[src/sctr_defines.vh]
`ifndef SCTR_DEFINES_VH
`define SCTR_DEFINES_VH
// Register byte offsets: each register index sits four bytes apart on the word bus.
`define SCTR_IDX_SYNTH 4'h6
`define SCTR_IDX_TICK 4'h7
`define SCTR_IDX_AUX 4'h8
`define SCTR_ADDR_W 6
`define SCTR_ADDR_SYNTH 6'h18
`define SCTR_ADDR_TICK 6'h1c
`define SCTR_ADDR_AUX 6'h20
// Synth control field positions.
`define SCTR_B_CME 7
`define SCTR_B_PON 6
`define SCTR_B_AUTO 5
`define SCTR_B_HIBW 4
`define SCTR_B_TRUN 2
`define SCTR_B_WRUN 1
`define SCTR_B_SCFE 0
// Aux control bits (synth_clock_select, pseudo_stop_select, synth_stop_in_wait, tick_interrupt_enable).
`define SCTR_B_SEL 0
`define SCTR_B_PSEUDO_STOP_SELECT 1
`define SCTR_B_SWAI 2
`define SCTR_B_TIE 3
// Aux status bits read back.
`define SCTR_B_TFLAG 4
// Reset values.
`define SCTR_RST_SYNTH 8'h61
`define SCTR_RST_TICK 8'h00
`define SCTR_RST_AUX 8'h00
// Tick prescale base exponent and counter width.
`define SCTR_PRE_BASE 9
`define SCTR_CNT_W 21
`endif

[src/sctr_synth_tick.v]
`include "sctr_defines.vh"
`timescale 1ns/1ns
module sctr_synth_tick #(
  parameter CNT_W = `SCTR_CNT_W
)(
  input wire clock,
  input wire rst_n,
  input wire clkEn,
  input wire [5:0] address,
  input wire read,
  input wire write,
  input wire [31:0] writedata,
  output reg [31:0] readdata,
  output reg waitrequest,
  input wire oscTick,
  input wire oscLost,
  input wire specialMode,
  input wire fullStop,
  input wire pseudoStop,
  output reg synthOn,
  output reg autoBandwidth,
  output reg highBandwidth,
  output reg tickRunPs,
  output reg watchdogRunPs,
  output reg monitorResetReq,
  output reg selfClockActive,
  output reg tickIrq
);
  // ==========================================================
  // State
  reg [7:0] synthCtl_r;
  reg [7:0] tickCtl_r;
  reg [3:0] aux_r;
  reg scfeWritten_r;
  reg tickFlag_r;
  reg [CNT_W-1:0] tickCnt_r;
  reg ack_r;
  reg [7:0] synthCtl_nxt;
  wire rdy;
  wire wrSynth;
  wire wrTick;
  wire wrAux;
  wire wrFlagClr;
  wire [CNT_W-1:0] tickLimit;
  wire tickHit;
  wire monActive;
  wire [7:0] wd;

  // Divide count minus one, from prefactor and modulus.
  function [CNT_W-1:0] tick_div;
    input [6:0] code;
    reg [CNT_W-1:0] base;
    begin
      base = {{(CNT_W-1){1'b0}}, 1'b1} << (`SCTR_PRE_BASE + code[6:4]);
      tick_div = base * {{(CNT_W-5){1'b0}}, 1'b0, code[3:0]} + base - 1'b1;
    end
  endfunction

  // ==========================================================
  // Bus decode: one wait cycle, the answer comes on the second edge.
  assign rdy = (read | write) & ack_r;
  assign wd = writedata[7:0];
  assign wrSynth = write & rdy & (address == `SCTR_ADDR_SYNTH);
  assign wrTick = write & rdy & (address == `SCTR_ADDR_TICK);
  assign wrAux = write & rdy & (address == `SCTR_ADDR_AUX);
  assign wrFlagClr = wrAux & writedata[`SCTR_B_TFLAG];
  assign tickLimit = tick_div(tickCtl_r[6:0]);
  // The tick advances only on oscillator-derived strobes, never the bus clock alone.
  assign tickHit = oscTick & (tickCtl_r[6:4] != 3'h0) & (tickCnt_r == tickLimit);
  // Monitor is dead in full stop unless pseudo-stop keeps the oscillator alive.
  assign monActive = synthCtl_r[`SCTR_B_CME] & ~(fullStop & ~aux_r[`SCTR_B_PSEUDO_STOP_SELECT]);

  // Per-bit write qualification for the synth control register.
  always @*
  begin
    synthCtl_nxt = synthCtl_r;
    if (wrSynth)
    begin
      if (~selfClockActive)
        synthCtl_nxt[`SCTR_B_CME] = wd[`SCTR_B_CME];
      if (~aux_r[`SCTR_B_SEL])
        synthCtl_nxt[`SCTR_B_PON] = wd[`SCTR_B_PON];
      if (~aux_r[`SCTR_B_SWAI])
        synthCtl_nxt[`SCTR_B_AUTO] = wd[`SCTR_B_AUTO];
      synthCtl_nxt[`SCTR_B_HIBW] = wd[`SCTR_B_HIBW];
      synthCtl_nxt[`SCTR_B_TRUN] = wd[`SCTR_B_TRUN];
      synthCtl_nxt[`SCTR_B_WRUN] = wd[`SCTR_B_WRUN];
      if ((specialMode | ~scfeWritten_r) & ~(selfClockActive & ~wd[`SCTR_B_SCFE]))
        synthCtl_nxt[`SCTR_B_SCFE] = wd[`SCTR_B_SCFE];
    end
    if (aux_r[`SCTR_B_SWAI])
      synthCtl_nxt[`SCTR_B_AUTO] = 1'b1;
  end

  // ==========================================================
  // Registers and bus answer.
  always @(posedge clock or negedge rst_n)
  begin
    if (!rst_n)
    begin
      synthCtl_r <= `SCTR_RST_SYNTH;
      tickCtl_r <= `SCTR_RST_TICK;
      aux_r <= 4'h0;
      scfeWritten_r <= 1'b0;
      ack_r <= 1'b0;
      waitrequest <= 1'b1;
      readdata <= 32'h00000000;
    end
    else if (clkEn)
    begin
      synthCtl_r <= synthCtl_nxt;
      if (wrSynth)
        scfeWritten_r <= 1'b1;
      if (wrTick)
        tickCtl_r <= {1'b0, wd[6:0]};
      if (wrAux)
        aux_r <= wd[3:0];
      ack_r <= (read | write) & ~ack_r;
      waitrequest <= ~((read | write) & ~ack_r);
      if (read & ~ack_r)
      begin
        case (address)
          `SCTR_ADDR_SYNTH: readdata <= {24'h000000, synthCtl_r};
          `SCTR_ADDR_TICK: readdata <= {24'h000000, tickCtl_r};
          `SCTR_ADDR_AUX: readdata <= {27'h0000000, tickFlag_r, aux_r};
          default: readdata <= 32'h00000000;
        endcase
      end
    end
  end

  // ==========================================================
  // Tick divider chain and flag; the set wins over a software clear.
  always @(posedge clock or negedge rst_n)
  begin
    if (!rst_n)
    begin
      tickCnt_r <= {CNT_W{1'b0}};
      tickFlag_r <= 1'b0;
      tickIrq <= 1'b0;
    end
    else if (clkEn)
    begin
      if (wrTick)
        tickCnt_r <= {CNT_W{1'b0}};
      else if (pseudoStop & ~synthCtl_r[`SCTR_B_TRUN])
        tickCnt_r <= tickCnt_r;
      else if (tickHit)
        tickCnt_r <= {CNT_W{1'b0}};
      else if (oscTick & (tickCtl_r[6:4] != 3'h0))
        tickCnt_r <= tickCnt_r + 1'b1;
      if (tickHit & ~(pseudoStop & ~synthCtl_r[`SCTR_B_TRUN]) & ~wrTick)
        tickFlag_r <= 1'b1;
      else if (wrFlagClr)
        tickFlag_r <= 1'b0;
      tickIrq <= tickFlag_r & aux_r[`SCTR_B_TIE];
    end
  end

  // ==========================================================
  // Clock monitor, self-clock and synthesizer outputs.
  always @(posedge clock or negedge rst_n)
  begin
    if (!rst_n)
    begin
      selfClockActive <= 1'b0;
      monitorResetReq <= 1'b0;
      synthOn <= 1'b0;
      autoBandwidth <= 1'b0;
      highBandwidth <= 1'b0;
      tickRunPs <= 1'b0;
      watchdogRunPs <= 1'b0;
    end
    else if (clkEn)
    begin
      if (monActive & oscLost & synthCtl_r[`SCTR_B_SCFE])
        selfClockActive <= 1'b1;
      else if (~oscLost)
        selfClockActive <= 1'b0;
      monitorResetReq <= monActive & oscLost & ~synthCtl_r[`SCTR_B_SCFE];
      synthOn <= synthCtl_r[`SCTR_B_PON] | selfClockActive;
      autoBandwidth <= synthCtl_r[`SCTR_B_AUTO];
      highBandwidth <= synthCtl_r[`SCTR_B_AUTO] ? 1'b0 : synthCtl_r[`SCTR_B_HIBW];
      tickRunPs <= synthCtl_r[`SCTR_B_TRUN];
      watchdogRunPs <= synthCtl_r[`SCTR_B_WRUN];
    end
  end
endmodule // sctr_synth_tick

[config.mk]
export PLATFORM = sky130hd
export DESIGN_NAME = sctr_synth_tick
export DESIGN_NICKNAME = d
export VERILOG_FILES = /design/src/sctr_synth_tick.v
export VERILOG_INCLUDE_DIRS = /design/src
export SDC_FILE = /design/constraint.sdc
export NUM_CORES = 1
export LEC_CHECK = 0
export ABC_CLOCK_PERIOD_IN_PS = 11200
export BUFFER_PORTS_ARGS = -buffer_cell sky130_fd_sc_hd__buf_2
export CELL_PAD_IN_SITES_DETAIL_PLACEMENT = 0
export CELL_PAD_IN_SITES_GLOBAL_PLACEMENT = 1
export CORE_AREA = 2 2 130 132
export DETAILED_ROUTE_END_ITERATION = 7
export DIE_AREA = 0 0 132 134
export GPL_TIMING_DRIVEN = 1
export PLACE_DENSITY = 0.78
export SETUP_SLACK_MARGIN = 0.2
export SLEW_MARGIN = 5
export SYNTH_ARGS = -nofsm -noshare
export SYNTH_HDL_FRONTEND = slang
export SYNTH_SLANG_ARGS = --single-unit
[constraint.sdc]
create_clock -name clock -period 11.2 [get_ports clock]
set_input_delay 3.36 -clock clock [delete_from_list [all_inputs] [get_ports clock]]
set_output_delay 3.36 -clock clock [all_outputs]
set_load 0.03 [all_outputs]
==> metrics.md <==
| Metric | Value |
|---|---|
| Status | `finished, final reports clean` |
| Post-CTS Setup Repair Bufs | `0` |
| Post-synth EDFFs | `0` |
| CP Data Required Time | `11400 ps` |
| Worst Hold Class | `flip-flop to flip-flop` |
| Fmax | `0.136 GHz` |
| Synth warn | `0` |
| RSZ-0062 raised after global routing | `false` |
| Arr. time, crit path | `7560 ps` |
| Worst vdd ir | `about 0.0001 V` |
| Count leader, synth | `nand2_1` |
| Clock buffer depth | `2` |
| Avg Cell Area, Syn | `between 8 and 9 um2` |
| Vias | `around 5100` |
| Worst Setup End Kind | `flip-flop` |
| Clock latency on the worst-skew pair | `~330 ps` |
| Slowest CP cell | `nor3_1` |
| #FFs+latches synth | `59` |
| Residual overflow from global routing | `0` |
| Std cell rows | `47` |
| Total Power | `around 0.00098 W` |
| H-tree depth | `3` |
| Die ar. | `~18000 um2` |
| Via density | `around 5.0` |
| Layout cells sized above 1 | `approximately 11%` |
| Reg area | `about 1500 um2` |
| CTS tree | `done` |
| Largest net degree at the start of global routing | `60` |
| Tot GR Track Use | `about 17%` |
| Cell mode on critical path | `inv_1` |
| Core box area | `around 16000 um2` |
| Setup violations, final | `0` |
| Number of distinct library cells after synthesis | `70` |
| Post-synth ARST share | `100%` |
| Pwr Density | `about 140 nW/um2` |
| Final hold violations | `0` |
| Post-synth top flop | `dfrtp_1` |
| First-pass GRT wire length | `24100 um` |
| Root buffer cell | `clkbuf_16` |
| Area share of the largest cell type after synthesis | `~22%` |
| Clock sink count | `59` |
| Fin util | `a little over two fifths` |
| IO buf count | `40` |
| DRC violations left | `0` |
| Cells after Synth | `720` |
| Worst-margin pin slew | `845 ps` |
| Antenna viol nets, final | `0` |
| Critical path type | `flip-flop to flip-flop` |
| Fin crit share | `between 60% and 70%` |
| Crit start category | `flip-flop` |
| Area Growth Syn to Fin | `11.3%` |
| Synthesized cell area | `approximately 6400 um2` |
| Post-synth top area cell | `dfrtp_1` |
| Net count, final | `922` |
| I/O pin cnt | `between 80 and 90` |
| Multi-input gate area | `4490 um2` |
| Initial Util | `between 30% and 40%` |
| Crit-path cells | `nand2_1 -> inv_1 -> ha_1 -> or2_1 -> nor3_1 -> and2_1 -> fa_1 -> inv_1 -> fa_1 -> fa_1 -> inv_1 -> ha_1 -> a21oi_1 -> inv_1 -> a311oi_2 -> o221ai_1 -> a221o_1 -> xnor2_1 -> or4_1 -> nand2_2 -> o41ai_1` |
| Crit path max fanout | `19` |
| Crit-path max cell delay | `620 ps` |
| # diodes | `0` |
| Detail Placement HPWL | `11300 um` |
| Routed WL per cell | `approximately 14 um` |
| CTS hold repair buffers | `0` |
| Worst Skew | `between 5 and 6 ps` |
| Vias in the first global route | `roughly 4900` |
| Hold_ws | `around 470 ps` |
| CTS clk-pin slew, worst paths | `50 ps` |
| Relative slew slack | `43.2%` |
| Total Wirelength | `14200 um` |
| TritonCTS buffer count | `9` |
| Leakage power | `about 3.2 nW` |
| Post-cts sizing count | `0` |
| Setup TNS | `0 ps` |
| 1st-pass router iterations | `4` |
| Seq/Total Area, Yosys | `a little under a quarter` |
| Fill count | `approximately 1600` |
| DRT iter0 DRCs | `roughly 390` |
| Synth area leaders | `dfrtp_1 22%, fa_1 18%, ha_1 7.5%` |
| Die X | `between 100 and 150 um` |
| Initial antenna violation count | `0` |
| Pins over their slew limit | `0` |
| Max-capacitance violation count | `0` |
| Top post-synthesis cells by count | `86 x nand2_1, 82 x inv_1, 56 x fa_1` |
| Die Ht | `between 100 and 150 um` |
| RePlAce Congestion | `between 0.8 and 0.9` |
| Min Clock Period, post-route | `7350 ps` |
[power by group]
group	switching, W	leakage (nW)	internal [W]
clock	0.0000965	0.153	0.000194
sequential	0.0000235	0.789	0.000231
combinational	0.000258	2.23	0.000172
total	0.000378	3.17	0.000597
[cell usage in the layout (no fill, tap or decap), types with 4 or more instances in the layout]
cell       netlist  routed
nor3_1          10      10
o21ai_0         34      34
dfstp_2          4       4
nand2_1         86      86
or4_1            4       4
inv_1           82      82
clkbuf_16        0       9
mux2i_1         13      13
a21oi_1         21      21
buf_2            1      40
o21a_1           5       5
ha_1            38      38
mux2_2          15      15
dfrtp_1         55      55
a31oi_1         13      13
nand3_1         29      29
o211ai_1         5       5
xor2_1          14      14
and2_1          19      19
buf_4           25       4
and4_1           4       4
a21o_1           6       6
nand2b_1         5       5
a2111oi_0        4       4
nor2_1          34      34
conb_1           2      63
nand4_1          7       7
o31ai_1          7       7
fa_1            56      56
xnor2_1         25      25
a211oi_1         4       4
and3_1           9       9
[final cells by class]
| type | instances | area share (%) |
|---|---|---|
| multi-input cells | 584 | 63.3 |
| flip-flops and latches | 59 | 20.9 |
| clock inverters | 5 | 1.11 |
| inverters | 82 | 4.34 |
| well taps | 220 | 3.88 |
| clock buffers | 11 | 3.28 |
| repair buffers | 44 | 3.25 |
[critical path, delay by kind of cell (launching register included)]
family / cells / cell delay, ps
AO/OA/AOI/OAI: 5 / 1810
XOR/XNOR: 1 / 250
adder cells (fa/ha/maj): 5 / 2090
buffers and inverters: 4 / 270
flip-flops: 1 / 490
AND/OR/NAND/NOR: 6 / 2300
[flip-flops by register name (all words and copies together) (netlist names)]
| register | count |
|---|---|
| ack_r | 1 |
| autoBandwidth | 1 |
| aux_r | 4 |
| highBandwidth | 1 |
| monitorResetReq | 1 |
| readdata | 8 |
| scfeWritten_r | 1 |
| selfClockActive | 1 |
| synthCtl_r | 7 |
| synthOn | 1 |
| tickCnt_r | 21 |
| tickCtl_r | 7 |
| tickFlag_r | 1 |
| tickIrq | 1 |
| tickRunPs | 1 |
| waitrequest | 1 |
| watchdogRunPs | 1 |
[kinds of logic after synthesis]
group	synth area share [%]
buffers and inverters	9.97
DFF	23.2
xor gates and xnor gates	5.36
muxes	4.69
and+or+nand+nor	17.9
AOI/OAI and AO/OA	13.7
adders and majority gates	25.0
other	0.118
[metal layers]
layer	global-route usage (%)	routed length, um	part of all wire (%)	vias up
li1	-	-	-	2496
met1	23.9	6830	48	2456
met3	1.63	465	3.3	10
met4	4.95	192	1.4	0
met5	0	0	0	-
met2	27.2	6740	47	90
[stage by stage]
step	worst slack (ps)	cells	cell area, um2
after detailed placement	3850	989	6780
final	3850	1005	7090
after CTS	3810	1005	7090
after global placement	3940	989	6780
after floorplan	5030	781	6610
after global routing	3250	1005	7090
[path summary, 6_finish.rpt]
| kind | startpoint | slack [ps] | cells past startpoint | end |
|---|---|---|---|---|
| worst max register to register | tickCtl_r[5]$_DFFE_PN0P_ | 3850 | 21 | tickCnt_r[15]$_DFFE_PN0P_ |
| min in group asynchronous | rst_n | 3190 | 2 | monitorResetReq$_DFFE_PN0P_ |
| worst max-delay path | tickCtl_r[5]$_DFFE_PN0P_ | 3850 | 21 | tickCnt_r[15]$_DFFE_PN0P_ |
| max in group asynchronous | rst_n | 7490 | 2 | tickCnt_r[2]$_DFFE_PN0P_ |
| worst min-delay path | scfeWritten_r$_DFFE_PN0P_ | 470 | 1 | scfeWritten_r$_DFFE_PN0P_ |
| worst min register to register | scfeWritten_r$_DFFE_PN0P_ | 470 | 1 | scfeWritten_r$_DFFE_PN0P_ |
Power figures use the tool's default switching activity.
